## src/ffm_pkg.sv

```systemverilog
// Package for the free-fall/motion decision block
package ffm_pkg;
  localparam int unsigned CLK_MHZ = 200;
  localparam logic [6:0] OFS_COMMON_THS = 7'h17;
  localparam logic [6:0] OFS_DEBOUNCE_COUNT = 7'h18;
  localparam logic [6:0] OFS_X_THS_HIGH = 7'h73;
  localparam logic [6:0] OFS_X_THS_LOW = 7'h74;
  localparam logic [6:0] OFS_Y_THS_HIGH = 7'h75;
  localparam logic [6:0] OFS_Y_THS_LOW = 7'h76;
  localparam logic [6:0] OFS_Z_THS_HIGH = 7'h77;
  localparam logic [6:0] OFS_Z_THS_LOW = 7'h78;
  localparam int unsigned HIGH_EN_BIT = 7;
  localparam int unsigned CLR_MODE_BIT = 7;
  localparam int unsigned LOW_FIELD_W = 6;
  localparam int unsigned HIGH_FIELD_W = 7;
  localparam int unsigned AXIS_THS_W = 13;
  localparam int unsigned COMMON_THS_W = 7;
  localparam int unsigned COMMON_MG_PER_COUNT = 63;
  localparam logic [7:0] REG_RESET = 8'h00;
  localparam int unsigned SYNC_STAGES = 3;
endpackage : ffm_pkg

```

## src/ffm_cmp_if.sv

```systemverilog
// Interface carrying thresholds and samples to the comparator
`timescale 1ns/1ps
`default_nettype none
interface ffm_cmp_if #(parameter int unsigned DW = 14);
  logic [2:0][DW-1:0] mag;
  logic [2:0][12:0] ths;
  logic [2:0] axis_en;
  logic motion_mode;
  logic cond;
  modport top (output mag, output ths, output axis_en, output motion_mode, input cond);
  modport cmp (input mag, input ths, input axis_en, input motion_mode, output cond);
endinterface : ffm_cmp_if
`default_nettype wire

```

## src/ffm_cmp.sv

```systemverilog
// Per-axis threshold comparison and and/or combination
`timescale 1ns/1ps
`default_nettype none
module ffm_cmp
  import ffm_pkg::*;
#(
  parameter int unsigned DW = 14
)
(
  ffm_cmp_if.cmp c // Comparison operands and result
);
  logic [2:0] below;
  logic [2:0] above;
  genvar g;
  generate
    for (g = 0; g < 3; g++)
    begin : g_axis
      assign below[g] = ({1'b0, c.mag[g]} < {{(DW + 1 - 13){1'b0}}, c.ths[g]});
      assign above[g] = ({1'b0, c.mag[g]} > {{(DW + 1 - 13){1'b0}}, c.ths[g]});
    end
  endgenerate
  // No enabled axis means no event in either mode
  always_comb
  begin
    if (c.axis_en == 3'h0)
      c.cond = 1'b0;
    else if (c.motion_mode)
      c.cond = |(above & c.axis_en);
    else
      c.cond = &(below | ~c.axis_en);
  end
endmodule : ffm_cmp
`default_nettype wire

```

## src/ffm_top.sv

```systemverilog
// Free-fall/motion threshold and debounce decision logic
// What this block does
// - Y threshold from low 5:0, high 12:6.
// - Z threshold from low 5:0, high 12:6.
// - Free-fall: all enabled axes below threshold.
// - Motion: any enabled axis above threshold.
// - Common threshold is unsigned seven bits.
// - Per-axis enable uses own 13-bit thresholds.
// - Eight-bit debounce count setting held.
// - Interrupt only after debounce count met.
// - Event flag set when counter equals setting.
// - Counter saturates at programmed count.
// - Counter steps once per sample period.
// - Clear-mode bit governs reaction to false.
// - Clear-mode 1 zeroes, 0 decrements counter.
// - Common threshold fixed at 63 mg/count.
`timescale 1ns/1ps
`default_nettype none
module ffm_top
  import ffm_pkg::*;
#(
  parameter int unsigned DW = 14, // Sample magnitude width
  parameter int unsigned COMMON_SHIFT = 8 // Common count to sample LSB scale, log2
)
(
  input wire logic ref_clk_i, // 200 MHz clock
  input wire logic rst_n_i, // Async reset, active low
  input wire logic clk_en_i, // Freezes registers, counter and event while low; reset synchronizer still runs
  input wire logic reg_wr_i, // Register write strobe
  input wire logic [6:0] reg_addr_i, // Register address
  input wire logic [7:0] reg_wdata_i, // Register write data
  output logic [7:0] reg_rdata_o, // Register read data
  input wire logic sample_valid_i, // New sample strobe, one per output sample rate
  input wire logic [DW-1:0] mag_x_i, // Absolute X acceleration
  input wire logic [DW-1:0] mag_y_i, // Absolute Y acceleration
  input wire logic [DW-1:0] mag_z_i, // Absolute Z acceleration
  input wire logic [2:0] axis_en_i, // Enabled axes, z y x
  input wire logic motion_mode_i, // 1 any above, 0 all below
  input wire logic dbc_clear_mode_i, // 1 clear, 0 decrement on false
  output logic [7:0] dbc_count_o, // Internal debounce counter
  output logic event_o, // Event flag, level
  output logic irq_o // Interrupt request, level
);
  initial
  begin
    if (DW < 13 || COMMON_SHIFT < 6 || COMMON_SHIFT > 16)
      $error("ffm_top: DW or COMMON_SHIFT unsupported");
  end

  logic [1:0] rst_sync;
  logic rst_n;
  logic [7:0] common_ths;
  logic [7:0] debounce_count;
  logic [7:0] x_high, x_low, y_high, y_low, z_high, z_low;
  logic [7:0] dbc;
  logic evt;
  logic [7:0] next_dbc;

  always_ff @(posedge ref_clk_i or negedge rst_n_i)
  begin
    if (!rst_n_i)
      rst_sync <= 2'h0;
    else
      rst_sync <= {rst_sync[0], 1'b1};
  end
  assign rst_n = rst_sync[1];

  function automatic logic [12:0] join_ths(input logic [7:0] hi, input logic [7:0] lo);
    join_ths = {hi[HIGH_FIELD_W-1:0], lo[LOW_FIELD_W-1:0]};
  endfunction

  always_ff @(posedge ref_clk_i or negedge rst_n)
  begin
    if (!rst_n)
    begin
      common_ths <= REG_RESET;
      debounce_count <= REG_RESET;
      x_high <= REG_RESET;
      x_low <= REG_RESET;
      y_high <= REG_RESET;
      y_low <= REG_RESET;
      z_high <= REG_RESET;
      z_low <= REG_RESET;
    end
    else if (clk_en_i && reg_wr_i)
    begin
      case (reg_addr_i)
        OFS_COMMON_THS: common_ths <= reg_wdata_i;
        OFS_DEBOUNCE_COUNT: debounce_count <= reg_wdata_i;
        OFS_X_THS_HIGH: x_high <= reg_wdata_i;
        OFS_X_THS_LOW: x_low <= reg_wdata_i;
        OFS_Y_THS_HIGH: y_high <= reg_wdata_i;
        OFS_Y_THS_LOW: y_low <= reg_wdata_i;
        OFS_Z_THS_HIGH: z_high <= reg_wdata_i;
        OFS_Z_THS_LOW: z_low <= reg_wdata_i;
        default: ;
      endcase
    end
  end

  always_comb
  begin
    case (reg_addr_i)
      OFS_COMMON_THS: reg_rdata_o = common_ths;
      OFS_DEBOUNCE_COUNT: reg_rdata_o = debounce_count;
      OFS_X_THS_HIGH: reg_rdata_o = x_high;
      OFS_X_THS_LOW: reg_rdata_o = x_low;
      OFS_Y_THS_HIGH: reg_rdata_o = y_high;
      OFS_Y_THS_LOW: reg_rdata_o = y_low;
      OFS_Z_THS_HIGH: reg_rdata_o = z_high;
      OFS_Z_THS_LOW: reg_rdata_o = z_low;
      default: reg_rdata_o = 8'h00;
    endcase
  end

  ffm_cmp_if #(.DW(DW)) cmp_bus ();
  localparam int unsigned CW = COMMON_THS_W + COMMON_SHIFT;
  logic per_axis;
  logic [12:0] common_scaled;
  logic [CW-1:0] common_wide;
  // software keeps the transient-threshold enable off while per-axis is on
  assign per_axis = x_high[HIGH_EN_BIT];
  // Common count has fixed weight, scaled to sample LSBs by a power of two
  assign common_wide = {common_ths[COMMON_THS_W-1:0], {COMMON_SHIFT{1'b0}}};
  // Counts beyond the 13-bit comparator reach saturate instead of wrapping to a tiny threshold
  assign common_scaled = (common_wide > CW'(13'h1FFF)) ? 13'h1FFF : common_wide[12:0];
  assign cmp_bus.mag[0] = mag_x_i;
  assign cmp_bus.mag[1] = mag_y_i;
  assign cmp_bus.mag[2] = mag_z_i;
  assign cmp_bus.ths[0] = per_axis ? join_ths(x_high, x_low) : common_scaled;
  assign cmp_bus.ths[1] = per_axis ? join_ths(y_high, y_low) : common_scaled;
  assign cmp_bus.ths[2] = per_axis ? join_ths(z_high, z_low) : common_scaled;
  assign cmp_bus.axis_en = axis_en_i;
  assign cmp_bus.motion_mode = motion_mode_i;

  ffm_cmp #(.DW(DW)) u_cmp (.c(cmp_bus));

  always_comb
  begin
    next_dbc = dbc;
    if (cmp_bus.cond)
    begin
      if (dbc < debounce_count)
        next_dbc = dbc + 8'h01;
      else
        next_dbc = debounce_count;
    end
    else if (dbc_clear_mode_i)
      next_dbc = 8'h00;
    else if (dbc != 8'h00)
      next_dbc = dbc - 8'h01;
  end

  // Counter only moves on a sample strobe, so its step tracks the sample rate
  always_ff @(posedge ref_clk_i or negedge rst_n)
  begin
    if (!rst_n)
      dbc <= 8'h00;
    else if (clk_en_i && sample_valid_i)
      dbc <= next_dbc;
  end

  // A zero setting raises the event on the first matching sample
  always_ff @(posedge ref_clk_i or negedge rst_n)
  begin
    if (!rst_n)
      evt <= 1'b0;
    else if (clk_en_i && sample_valid_i)
      evt <= cmp_bus.cond && (next_dbc == debounce_count);
  end

  assign dbc_count_o = dbc;
  assign event_o = evt;
  assign irq_o = evt;

  a_cnt_sat: assert property (@(posedge ref_clk_i) disable iff (!rst_n)
    (clk_en_i && sample_valid_i && cmp_bus.cond) |=> dbc <= $past(debounce_count))
    else $error("counter above setting after match");
  a_cnt_bound: assert property (@(posedge ref_clk_i) disable iff (!rst_n)
    $changed(dbc) |-> dbc <= debounce_count || $past(dbc) > dbc)
    else $error("counter passed setting");
  a_cnt_step: assert property (@(posedge ref_clk_i) disable iff (!rst_n)
    !$past(sample_valid_i && clk_en_i) |-> $stable(dbc))
    else $error("counter moved without sample");
  a_cnt_inc: assert property (@(posedge ref_clk_i) disable iff (!rst_n)
    (clk_en_i && sample_valid_i && cmp_bus.cond && dbc < debounce_count) |=> dbc == $past(dbc) + 8'h01)
    else $error("counter did not increment");
  a_cnt_clear: assert property (@(posedge ref_clk_i) disable iff (!rst_n)
    (clk_en_i && sample_valid_i && !cmp_bus.cond && dbc_clear_mode_i) |=> dbc == 8'h00)
    else $error("counter not cleared");
  a_cnt_dec: assert property (@(posedge ref_clk_i) disable iff (!rst_n)
    (clk_en_i && sample_valid_i && !cmp_bus.cond && !dbc_clear_mode_i && dbc != 8'h00)
    |=> dbc == $past(dbc) - 8'h01)
    else $error("counter not decremented");
  a_evt_equal: assert property (@(posedge ref_clk_i) disable iff (!rst_n)
    $rose(evt) |-> dbc == debounce_count)
    else $error("event without full count");
  a_irq_evt: assert property (@(posedge ref_clk_i) disable iff (!rst_n)
    irq_o |-> event_o && dbc == debounce_count)
    else $error("interrupt before debounce");
  a_free_fall: assert property (@(posedge ref_clk_i) disable iff (!rst_n)
    (!motion_mode_i && cmp_bus.cond) |-> !(axis_en_i[0] && mag_x_i >= DW'(cmp_bus.ths[0])))
    else $error("free-fall with X above");
  a_motion_any: assert property (@(posedge ref_clk_i) disable iff (!rst_n)
    (motion_mode_i && axis_en_i[1] && mag_y_i > DW'(cmp_bus.ths[1])) |-> cmp_bus.cond)
    else $error("motion missed on Y");

  // Counter, event and interrupt guards
  a_sat_hold: assert property (@(posedge ref_clk_i) disable iff (!rst_n)
    (clk_en_i && sample_valid_i && cmp_bus.cond && dbc >= debounce_count)
    |=> dbc == $past(debounce_count))
    else $error("counter left saturation");

  a_dec_floor: assert property (@(posedge ref_clk_i) disable iff (!rst_n)
    (clk_en_i && sample_valid_i && !cmp_bus.cond && dbc == 8'h00) |=> dbc == 8'h00)
    else $error("counter went below zero");

  a_freeze_dbc: assert property (@(posedge ref_clk_i) disable iff (!rst_n)
    !clk_en_i |=> $stable(dbc))
    else $error("counter moved while frozen");

  a_freeze_evt: assert property (@(posedge ref_clk_i) disable iff (!rst_n)
    !clk_en_i |=> $stable(evt))
    else $error("event moved while frozen");

  a_evt_hold: assert property (@(posedge ref_clk_i) disable iff (!rst_n)
    !(clk_en_i && sample_valid_i) |=> $stable(evt))
    else $error("event moved without sample");

  a_evt_clear: assert property (@(posedge ref_clk_i) disable iff (!rst_n)
    (clk_en_i && sample_valid_i && !cmp_bus.cond) |=> !evt)
    else $error("event stayed after condition dropped");

  a_evt_cond: assert property (@(posedge ref_clk_i) disable iff (!rst_n)
    $rose(evt) |-> $past(cmp_bus.cond))
    else $error("event rose without matching sample");

  a_irq_same: assert property (@(posedge ref_clk_i) disable iff (!rst_n)
    irq_o == event_o)
    else $error("interrupt differs from event");

  // Register and enable guards
  a_freeze_regs: assert property (@(posedge ref_clk_i) disable iff (!rst_n)
    !clk_en_i |=> $stable(debounce_count))
    else $error("setting written while frozen");

  a_setting_write: assert property (@(posedge ref_clk_i) disable iff (!rst_n)
    (clk_en_i && reg_wr_i && reg_addr_i == OFS_DEBOUNCE_COUNT)
    |=> debounce_count == $past(reg_wdata_i))
    else $error("setting write lost");

  a_read_setting: assert property (@(posedge ref_clk_i) disable iff (!rst_n)
    (reg_addr_i == OFS_DEBOUNCE_COUNT) |-> reg_rdata_o == debounce_count)
    else $error("setting read wrong");

  // Threshold selection guards
  a_x_join: assert property (@(posedge ref_clk_i) disable iff (!rst_n)
    per_axis |-> cmp_bus.ths[0] == {x_high[6:0], x_low[5:0]})
    else $error("X threshold assembled wrong");

  a_y_join: assert property (@(posedge ref_clk_i) disable iff (!rst_n)
    per_axis |-> cmp_bus.ths[1] == {y_high[6:0], y_low[5:0]})
    else $error("Y threshold assembled wrong");

  a_z_join: assert property (@(posedge ref_clk_i) disable iff (!rst_n)
    per_axis |-> cmp_bus.ths[2] == {z_high[6:0], z_low[5:0]})
    else $error("Z threshold assembled wrong");

  a_common_sel: assert property (@(posedge ref_clk_i) disable iff (!rst_n)
    !per_axis |-> (cmp_bus.ths[0] == cmp_bus.ths[1] && cmp_bus.ths[1] == cmp_bus.ths[2]))
    else $error("common threshold not shared");

  // Comparison guards
  a_no_axis: assert property (@(posedge ref_clk_i) disable iff (!rst_n)
    (axis_en_i == 3'h0) |-> !cmp_bus.cond)
    else $error("condition with no axis enabled");

  a_ff_y: assert property (@(posedge ref_clk_i) disable iff (!rst_n)
    (!motion_mode_i && cmp_bus.cond) |-> !(axis_en_i[1] && mag_y_i >= DW'(cmp_bus.ths[1])))
    else $error("free-fall with Y above");

  a_ff_z: assert property (@(posedge ref_clk_i) disable iff (!rst_n)
    (!motion_mode_i && cmp_bus.cond) |-> !(axis_en_i[2] && mag_z_i >= DW'(cmp_bus.ths[2])))
    else $error("free-fall with Z above");

  a_ff_all: assert property (@(posedge ref_clk_i) disable iff (!rst_n)
    (!motion_mode_i && axis_en_i != 3'h0
      && (!axis_en_i[0] || mag_x_i < DW'(cmp_bus.ths[0]))
      && (!axis_en_i[1] || mag_y_i < DW'(cmp_bus.ths[1]))
      && (!axis_en_i[2] || mag_z_i < DW'(cmp_bus.ths[2]))) |-> cmp_bus.cond)
    else $error("free-fall missed");

  a_motion_x: assert property (@(posedge ref_clk_i) disable iff (!rst_n)
    (motion_mode_i && axis_en_i[0] && mag_x_i > DW'(cmp_bus.ths[0])) |-> cmp_bus.cond)
    else $error("motion missed on X");

  a_motion_none: assert property (@(posedge ref_clk_i) disable iff (!rst_n)
    (motion_mode_i && cmp_bus.cond) |-> ((axis_en_i[0] && mag_x_i > DW'(cmp_bus.ths[0]))
      || (axis_en_i[1] && mag_y_i > DW'(cmp_bus.ths[1]))
      || (axis_en_i[2] && mag_z_i > DW'(cmp_bus.ths[2]))))
    else $error("motion without any axis above");
endmodule : ffm_top
`default_nettype wire

```

## config.mk

```make
export PLATFORM = sky130hd
export DESIGN_NAME = ffm_top
export DESIGN_NICKNAME = d
export VERILOG_FILES = /design/src/ffm_pkg.sv /design/src/ffm_cmp_if.sv /design/src/ffm_cmp.sv /design/src/ffm_top.sv
export SDC_FILE = /design/constraint.sdc
export NUM_CORES = 1
export LEC_CHECK = 0
export BUFFER_PORTS_ARGS = -buffer_cell sky130_fd_sc_hd__buf_2
export CAP_MARGIN = 10
export CELL_PAD_IN_SITES_DETAIL_PLACEMENT = 0
export CELL_PAD_IN_SITES_GLOBAL_PLACEMENT = 2
export CORE_UTILIZATION = 33
export DETAILED_ROUTE_END_ITERATION = 10
export GPL_TIMING_DRIVEN = 0
export PLACE_DENSITY = 0.87
export SLEW_MARGIN = 10
export SYNTH_ARGS = -nofsm -noshare
export SYNTH_HDL_FRONTEND = slang
export SYNTH_SLANG_ARGS = --single-unit
```

## constraint.sdc

```tcl
create_clock -name ref_clk_i -period 2.36 [get_ports ref_clk_i]
set_input_delay 0 -clock ref_clk_i [delete_from_list [all_inputs] [get_ports ref_clk_i]]
set_output_delay 0 -clock ref_clk_i [all_outputs]
set_load 0.01 [all_outputs]
```

==> results.py, run 1 <==
metrics = {
    "synthesis": {
        "ys_seq_area_frac": 0.356,
        "synth_ff_type": "dfrtp_1",
        "ys_top_cells_by_area": "dfrtp_1, mux2_2, ha_1, o21ai_0, nand2_1",
        "synth_top_area_share": 0.356,
        "synthArstFlopShare": 1.00,
        "synth_warnings": 0,
        "synth.distinct_cells": 61,
        "synth_edf_count": 0,
        "syn_nets": 644,
        "ys_ff_latch": 75,
        "synth_area_um2": 5270,
        "synth_commonest_cells": "dfrtp_1, mux2_2, ha_1",
        "synth.avg_cell_area_um2": 9.98,
        "synth_area_leader_cell": "dfrtp_1",
        "synth.most_common_cell": "dfrtp_1",
        "syn_inst": 528,
    },
    "global_routing": {
        "grt_usage": 0.195,
        "grt_antenna_before_repair": 0,
        "grt_overflow": 0,
        "grt_start_max_net_pins": 51,
        "grt_pass1_vias": 4710,
        "grt_first_pass_wirelength_mm": 24.6,
    },
    "die": {
        "start_util": 0.343,
        "die_x_um": 128,
        "ios": 85,
        "die_area_um2": 16500,
        "core-area_um2": 15400,
        "fp.dieH_um": 128,
        "rows": 45,
    },
    "clocking": {
        "clockBufferDepth": 2,
        "cts_made_buffers": 9,
        "cts_tree": "done",
        "root_buffer": "clkbuf_16",
        "h-tree-depth": 3,
        "cts.sinks": 75,
        "clk-insertion-delay-late_ps": 340,
        "clk_pin_slew_worst_paths_ps": 60,
    },
    "worst_setup_path": {
        "path_cells": "or3_4, clkbuf_16, o22ai_1, ha_1, nand4b_1, o21ai_0, o31ai_1, o21ai_2, o41ai_4, nand4bb_1, buf_6, nor2_1, or3b_1",
        "startpoint_type": "flip-flop",
        "cp-startpoint": "common_ths[6]",
        "critPathMaxStageDelay_ps": 420,
        "required_ps": 2580,
        "arrival_ps": 3700,
        "critPathMaxFanout": 6,
        "r2r_start": "common_ths[6]",
        "crit_slowest_cell": "or3_4",
        "worstSetupEndpointType": "flip-flop",
        "criticalPathCategory": "flip-flop to flip-flop",
    },
    "run_status": {
        "outcome": "complete, but fails checks",
        "violations": "setup timing",
    },
    "sta": {
        "finalCritPeriodShare": 1.47,
        "finalHoldViolCount": 0,
        "maxSlewViolCount": 0,
        "tightestPinTransition_ps": 898,
        "tns_ps": -9030,
        "setup_violations": 9,
        "max_freq_mhz": 288,
        "min_period_ps": 3480,
        "rsz0062_at_grt": "yes",
        "worst_slack_ps": -1120,
        "timing.slew.headroom": 0.400,
        "whs_ps": 18.6,
        "clock_skew_ps": 3.44,
    },
    "route": {
        "first_iter_violations": 296,
        "drc": 0,
        "finalWirelength_mm": 15.4,
        "routedWlPerCell_um": 18.1,
        "vias": 4601,
        "firstDrtPassIters": 5,
        "postRouteAntennaNets": 0,
        "via_per_inst": 5.39,
    },
    "pwr": {
        "p_sw_frac": 0.358,
        "ir_drop_mv": 0.437,
        "clock_power_share": 0.303,
        "power.total_mw": 5.01,
        "p_per_area_nw_per_um2": 746,
        "power_frac_seq": 0.319,
        "p_int_mw": 3.22,
        "combPwrFrac": 0.379,
        "leakagePower_nw": 3.08,
        "p_sw_mw": 1.79,
    },
    "placement": {
        "place_hpwl_mm": 12.2,
        "gp_congestion": 0.830,
        "port_buffers": 82,
    },
    "flow_run": {
        "maxCapViolations": 0,
    },
    "final_layout": {
        "drive_above_1_share": 0.359,
        "area_growth_pct": 27.5,
        "final_util": 0.437,
        "nNetsFinal": 754,
        "n_antenna_cell": 0,
    },
    "worst_hold_path": {
        "hp-start": "reg_wdata_i[4]",
        "hp-class": "input pin to flip-flop",
    },
}
metal layers:
layer / track usage / up-vias / part of all wire
met5: 0 / - / 0
met4: 0.0637 / 0 / 0.018
met3: 0.0358 / 18 / 0.030
met2: 0.352 / 78 / 0.52
met1: 0.233 / 2287 / 0.43
li1: - / 2218 / -
power groups by stage:
stage / Clock, mW / Sequential [mW] / Combinational (mW)
after floorplan: 0 / 1.60 / 1.23
final: 1.52 / 1.60 / 1.90
after global routing: 1.60 / 1.61 / 2.12
after detailed placement: 0 / 1.61 / 1.75
after global placement: 0 / 1.62 / 1.68
after CTS: 1.54 / 1.59 / 1.88
cells in the final DEF, fill, tap and decap left out, drive strengths merged, types with 18 or more instances in the layout:
cell    count
nor2       20
dfrtp      75
a21oi      23
nand2      45
mux2       70
clkbuf     26
buf       104
inv        18
ha         49
o21ai      45
state kept, by name (all words and copies together), names as in the netlist:
signal / flops
common_ths: 8
dbc_count_o: 8
debounce_count: 8
event_o: 1
rst_sync: 2
x_high: 8
x_low: 8
y_high: 8
y_low: 8
z_high: 8
z_low: 8
final timing paths:
check | slack, ps | cells past startpoint | to
max | -1120 | 13 | dbc_count_o[5]
min | 20 | 2 | y_low[4]
max reg2reg | -1120 | 13 | dbc_count_o[5]
min reg2reg | 240 | 0 | y_low[7]
max in group asynchronous | 1560 | 1 | common_ths[1]
min in group asynchronous | 240 | 0 | y_low[7]
critical path, delay by kind of cell (launching register included):
kind                       cells  cell delay [ps]
AOI/OAI and AO/OA              5             1200
adders and majority gates      1              300
buffers and inverters          2              320
DFF                            1              380
and+or+nand+nor                5             1140
kinds of logic after synthesis:
group           synth area share
flops                      0.356
simple gates               0.137
buf+inv                   0.0335
xor+xnor                  0.0249
mux                        0.172
fa+ha+maj                  0.116
other cells             0.000711
compound gates             0.159
final cells by class:
cell class                 count  area, um2
inverter                      17       63.8
clock inverter                 5       85.1
clock buffer                  11        243
sequential                    75       1880
tap                          211        264
buffer                        24        160
timing repair buffer          99        578
multi-input combinational    412       3440
fill                        1511       8650
per-stage QoR:
| stage | std cells | area [um2] | worst slack [ps] |
|---|---|---|---|
| 3_3_place_gp | 821 | 6020 | -1370 |
| 4_1_cts | 853 | 6670 | -1120 |
| 2_1_floorplan | 528 | 5340 | -731 |
| 6_report | 854 | 6720 | -1120 |
| 5_1_grt | 854 | 6720 | -1260 |
| 3_5_place_dp | 822 | 6050 | -1420 |
repair_timing:
action,4_1_cts,5_1_grt
buffers inserted,10,1
hold buffers,4,0
gates cloned,1,0
pin swaps,18,6
endpoints found under the hold margin,4,0
setup endpoints to repair,9,9
resized for setup,27,7
No activity file was read; power rests on OpenSTA's default activity.
==> inputs of run 2 (changes only) <==
Settings changed: ABC_AREA from default to 1, CORE_UTILIZATION 33 to 29.
==> results.py, run 2 <==
metrics = {
    "clocking": {
        "cts_made_buffers": 9,
        "clk_pin_slew_worst_paths_ps": 60,
        "cts_tree": "done",
        "cts.sinks": 75,
        "clockBufferDepth": 2,
        "h-tree-depth": 3,
        "clk-insertion-delay-late_ps": 340,
        "root_buffer": "clkbuf_16",
    },
    "synthesis": {
        "syn_nets": 873,
        "synth_area_leader_cell": "dfrtp_1",
        "synth_commonest_cells": "nand2_1, o21ai_0, inv_1",
        "synth_top_area_share": 0.348,
        "synth.avg_cell_area_um2": 7.12,
        "ys_top_cells_by_area": "dfrtp_1, nand2_1, ha_1, o21ai_0, inv_1",
        "ys_seq_area_frac": 0.348,
        "ys_ff_latch": 75,
        "synthArstFlopShare": 1.00,
        "synth_edf_count": 0,
        "synth_ff_type": "dfrtp_1",
        "synth_area_um2": 5390,
        "synth.distinct_cells": 39,
        "synth.most_common_cell": "nand2_1",
        "syn_inst": 757,
        "synth_warnings": 0,
    },
    "worst_setup_path": {
        "required_ps": 2620,
        "r2r-end": "event_o",
        "r2r_start": "common_ths[6]",
        "path_cells": "nor2_4, nand2_4, clkinv_8, nand2_8, o21ai_2, ha_1, nand2_1, inv_1, nand2_1, nand2_1, a21oi_1, nand2_2, nand3_1, nand2_1, inv_2, nand2_8, nand3_4, buf_6, nand2_2, nand3_2, nand2_1, nor2_1, nand3_1, o21bai_1",
        "worst-path-buf-inv": 4,
        "ff2ff_path_depth": 24,
        "critPathMaxStageDelay_ps": 410,
        "worstSetupEndpointType": "flip-flop",
        "cp_common_cell": "nand2_1",
        "startpoint_type": "flip-flop",
        "crit_slowest_cell": "dfrtp_1",
        "cp_top_family": "simple AND/OR/NAND/NOR gates",
        "arrival_ps": 3170,
        "rrSetupSlack_ps": -550,
        "criticalPathCategory": "flip-flop to flip-flop",
        "critPathMaxFanout": 7,
    },
    "flow_run": {
        "maxCapViolations": 0,
    },
    "sta": {
        "maxSlewViolCount": 0,
        "worst_slack_ps": -551,
        "timing.slew.headroom": 0.521,
        "rsz0062_at_grt": "yes",
        "min_period_ps": 2910,
        "tightestPinTransition_ps": 716,
        "finalCritPeriodShare": 1.23,
        "max_freq_mhz": 344,
        "setup_violations": 9,
        "clock_skew_ps": 7.29,
        "finalHoldViolCount": 0,
    },
    "route": {
        "via_per_inst": 4.82,
        "postRouteAntennaNets": 0,
        "vias": 5340,
        "drc": 18,
        "met3_length_um": 817,
        "wl_met2_mm": 7.44,
        "finalWirelength_mm": 17.5,
        "firstDrtPassIters": 8,
        "first_iter_violations": 310,
        "routedWlPerCell_um": 15.8,
        "wl_met1_mm": 8.97,
        "dr.max_layer_used": "met4",
    },
    "pwr": {
        "power_frac_seq": 0.352,
        "p_int_mw": 2.83,
        "p_sw_mw": 1.54,
        "clock_power_share": 0.317,
        "leakagePower_nw": 3.56,
        "combPwrFrac": 0.332,
        "ir_drop_mv": 0.309,
        "p_sw_frac": 0.352,
        "p_per_area_nw_per_um2": 618,
    },
    "final_layout": {
        "area_growth_pct": 31.1,
        "final_cells": 1108,
        "final_common_cell": "nand2_1",
        "design_area_um2": 7070,
        "drive_above_1_share": 0.235,
        "nNetsFinal": 991,
        "n_antenna_cell": 0,
        "final_cell_mix": "nand2_1, inv_1, buf_2",
    },
    "run_status": {
        "outcome": "complete, but fails checks",
        "violations": "DRC, setup timing",
    },
    "placement": {
        "placed_cells": 1071,
        "placed_area_um2": 6150,
        "gp_congestion": 0.881,
        "port_buffers": 84,
        "place_hpwl_mm": 14.0,
    },
    "die": {
        "fp.dieH_um": 138,
        "start_util": 0.298,
        "rows": 49,
        "die_area_um2": 19100,
        "die_x_um": 138,
        "core-area_um2": 18100,
        "ios": 85,
    },
    "worst_hold_path": {
        "min_path_cells": 4,
        "hp-class": "input pin to flip-flop",
        "hp-start": "sample_valid_i",
        "min_to": "dbc_count_o[2]",
    },
    "global_routing": {
        "grt_usage": 0.187,
        "grt_overflow": 0,
        "grt_pass1_vias": 5013,
        "grt_first_pass_wirelength_mm": 27.6,
        "grt_start_max_net_pins": 54,
        "grt_antenna_before_repair": 0,
    },
}
## run 2: cell count changes in the layout (fill, tap and decap cells not counted), sizes merged, moves of 12 or more
cell	delta
nand2	+179
nor2	+24
mux2i	-12
nand3	+21
o21ai	+71
inv	+84
mux2	-70
## run 2: routing by layer
metal	global-route usage	up-vias
li1	-	2732
met5	0	-
met4	0.0449	0
met2	0.283	128
met1	0.277	2462
met3	0.0263	18
## run 2: timing repair
item / in CTS / in global routing
endpoints found under the setup margin: 9 / 9
cloned: 2 / 0
hold endpoints to repair: 28 / 0
pin swaps: 25 / 36
setup buffers: 9 / 1
resized for setup: 84 / 50
hold buffers: 10 / 0
## run 2: worst min-delay path: stages
cell	delay (ps)
buf_2	70
nand2_1	160
nand2_1	110
nand2_1	50
## run 2: worst max path at each step
stage	from	cells past startpoint	to	slack (ps)
floorplan	common_ths[6]	24	event_o	-20
global placement	rst_sync[1]	0	y_low[1]	-940
detailed placement	common_ths[6]	24	event_o	-790
CTS	common_ths[5]	23	event_o	-520
global route	common_ths[6]	22	event_o	-760
finish	common_ths[6]	24	event_o	-550
## run 2: final cells by class
type	instances	area [um2]
Clock buffer	12	246
Tap cell	229	287
Multi-Input combinational cell	558	3380
Timing Repair Buffer	107	666
Buffer	22	166
Sequential cell	75	1880
Clock inverter	3	47.5
Inverter	102	400
Fill cell	1882	11000
## run 2: stage by stage
step                       util  hold slack (ps)  setup slack [ps]  power (mW)  setup TNS, ps
after floorplan               -             -296             -21.6        2.39          -21.6
after global placement    0.338             -215              -943        2.79         -73250
after detailed placement  0.340             -215              -793        2.80          -4730
after CTS                 0.379             83.3              -521        4.32          -2370
after global routing      0.391              126              -765        4.65          -4280
final                     0.391             86.0              -551        4.37          -2550
## run 2: logic make-up after synthesis
| kind of cell | synth area share |
|---|---|
| xor+xnor | 0.0179 |
| simple gates | 0.265 |
| fa+ha+maj | 0.114 |
| compound gates | 0.165 |
| flops | 0.348 |
| other cells | 0.000695 |
| buf+inv | 0.0898 |
## run 2: power by group through the flow
stage	clock network (mW)	logic (mW)	registers [mW]
after global placement	0	1.22	1.57
after global routing	1.45	1.65	1.55
final	1.38	1.45	1.54
after floorplan	0	0.856	1.53
after CTS	1.41	1.38	1.53
after detailed placement	0	1.25	1.55
==> inputs of run 3 (changes only) <==
Settings changed: PLACE_DENSITY 0.87 to 0.89.
==> results.py, run 3 (same netlist as run 2, synthesis figures left out) <==
metrics = {
    "final_layout": {
        "nNetsFinal": 989,
        "area_growth_pct": 29.4,
        "n_antenna_cell": 0,
        "drive_above_1_share": 0.236,
        "final_cell_mix": "nand2_1, inv_1, buf_2",
        "final_util": 0.386,
        "seq_area_um2": 1880,
        "fillers": 1964,
        "multiInputGateArea_um2": 3360,
        "design_area_um2": 6980,
        "final_common_cell": "nand2_1",
    },
    "flow_run": {
        "maxCapViolations": 0,
    },
    "sta": {
        "clock_skew_ps": 9.02,
        "tns_ps": -2380,
        "timing.slew.headroom": 0.538,
        "finalHoldViolCount": 0,
        "finalCritPeriodShare": 1.21,
        "worst_slack_ps": -496,
        "rsz0062_at_grt": "yes",
        "maxSlewViolCount": 0,
        "setup_violations": 9,
        "max_freq_mhz": 350,
        "tightestPinTransition_ps": 691,
        "min_period_ps": 2860,
    },
    "worst_setup_path": {
        "arrival_ps": 3110,
        "path_cells": "nor2_4, nand2_8, clkinv_8, nand2_8, o21ai_2, ha_1, a21oi_1, nand2_1, a21oi_2, nand2_2, nand3_2, nand2_2, inv_4, nand2_8, nand3_4, buf_8, nand2_2, nand3_2, nand2_2, nor2_1, nand3_1, o21bai_1",
        "cp_top_family": "simple AND/OR/NAND/NOR gates",
        "crit_slowest_cell": "dfrtp_1",
        "criticalPathCategory": "flip-flop to flip-flop",
        "startpoint_type": "flip-flop",
        "critPathMaxStageDelay_ps": 410,
        "worst-path-buf-inv": 3,
        "cp_common_cell": "nand2_2",
        "required_ps": 2610,
        "r2r_start": "common_ths[6]",
        "critPathMaxFanout": 7,
        "cp-startpoint": "common_ths[6]",
        "worstSetupEndpointType": "flip-flop",
    },
    "route": {
        "postRouteAntennaNets": 0,
        "via_per_inst": 4.81,
        "drc": 14,
        "firstDrtPassIters": 8,
        "finalWirelength_mm": 17.1,
        "routedWlPerCell_um": 15.5,
        "first_iter_violations": 290,
        "vias": 5318,
    },
    "clocking": {
        "clk-insertion-delay-late_ps": 340,
        "clk_pin_slew_worst_paths_ps": 60,
        "h-tree-depth": 3,
        "cts.sinks": 75,
        "cts_tree": "done",
        "cts_made_buffers": 9,
        "clockBufferDepth": 2,
        "root_buffer": "clkbuf_16",
    },
    "pwr": {
        "ir_drop_mv": 0.330,
        "p_sw_frac": 0.364,
        "combPwrFrac": 0.337,
        "power.total_mw": 4.21,
        "p_sw_mw": 1.53,
        "p_int_mw": 2.68,
        "clock_power_share": 0.295,
        "power_frac_seq": 0.368,
        "leakagePower_nw": 3.53,
        "p_per_area_nw_per_um2": 603,
    },
    "placement": {
        "dpl_worst_slack_ps": -781,
        "placed_area_um2": 6140,
        "gp_congestion": 0.854,
        "place_hpwl_mm": 13.9,
        "port_buffers": 84,
    },
    "die": {
        "die_x_um": 138,
        "die_area_um2": 19100,
        "core-area_um2": 18100,
        "rows": 49,
        "fp.dieH_um": 138,
        "start_util": 0.298,
        "ios": 85,
    },
    "run_status": {
        "violations": "DRC, setup timing",
        "outcome": "complete, but fails checks",
    },
    "worst_hold_path": {
        "hp-class": "input pin to flip-flop",
        "hp-start": "sample_valid_i",
    },
    "global_routing": {
        "grt_start_max_net_pins": 41,
        "grt_usage": 0.184,
        "grt_overflow": 0,
        "grt_antenna_before_repair": 0,
        "grt_first_pass_wirelength_mm": 27.2,
        "grt_pass1_vias": 5074,
    },
}
## run 3: path summary, 6_finish.rpt
check,depth (start not counted),end,slack [ps]
max,22,event_o,-500
min reg2reg,0,dbc_count_o[3],310
max reg2reg,22,event_o,-500
max in group asynchronous,1,z_high[6],1470
min,3,dbc_count_o[5],90
min in group asynchronous,0,dbc_count_o[3],310
## run 3: per-stage QoR
step | std cells | hold WS (ps)
floorplan | 757 | -296
global placement | 1070 | -214
detailed placement | 1071 | -215
CTS | 1103 | 80.1
global route | 1106 | 138
finish | 1106 | 93.6
## run 3: layer usage
metal	vias to the layer above	GRT usage	wire, um
li1	2727	-	-
met1	2442	0.273	8710
met2	132	0.279	7290
met3	17	0.0208	893
met4	0	0.0544	262
met5	-	0	0
## run 3: layout make-up
type / instances / area share
tap: 229 / 0.0411
sequential: 75 / 0.270
timing repair buffer: 105 / 0.0906
clock inverter: 5 / 0.00448
buffer: 22 / 0.0230
inverter: 102 / 0.0574
clock buffer: 10 / 0.0328
multi-input combinational: 558 / 0.481
## run 3: power by group through the flow
stage	clock network [mW]	registers, mW	logic (mW)
2_1_floorplan	0	1.53	0.856
3_3_place_gp	0	1.57	1.22
3_5_place_dp	0	1.56	1.24
4_1_cts	1.26	1.54	1.34
5_1_grt	1.32	1.57	1.62
6_report	1.24	1.55	1.42
## run 3: worst reg2reg max path: stages, from the launching register on
cell and delay, ps:
dfrtp_1 410, nor2_4 200, nand2_8 100, clkinv_8 110, nand2_8 70, o21ai_2 70
ha_1 250, a21oi_1 140, nand2_1 90, a21oi_2 130, nand2_2 100, nand3_2 90
nand2_2 60, inv_4 70, nand2_8 50, nand3_4 110, buf_8 150, nand2_2 60
nand3_2 60, nand2_2 50, nor2_1 90, nand3_1 140, o21bai_1 160
## run 3: timing repair
item                       CTS  global route
hold buffers                10             0
resized for setup           79            54
hold endpoints to repair    26             0
buffers inserted             5             3
gates cloned                 2             0
setup endpoints to repair    9             9
pin swaps                   26            34
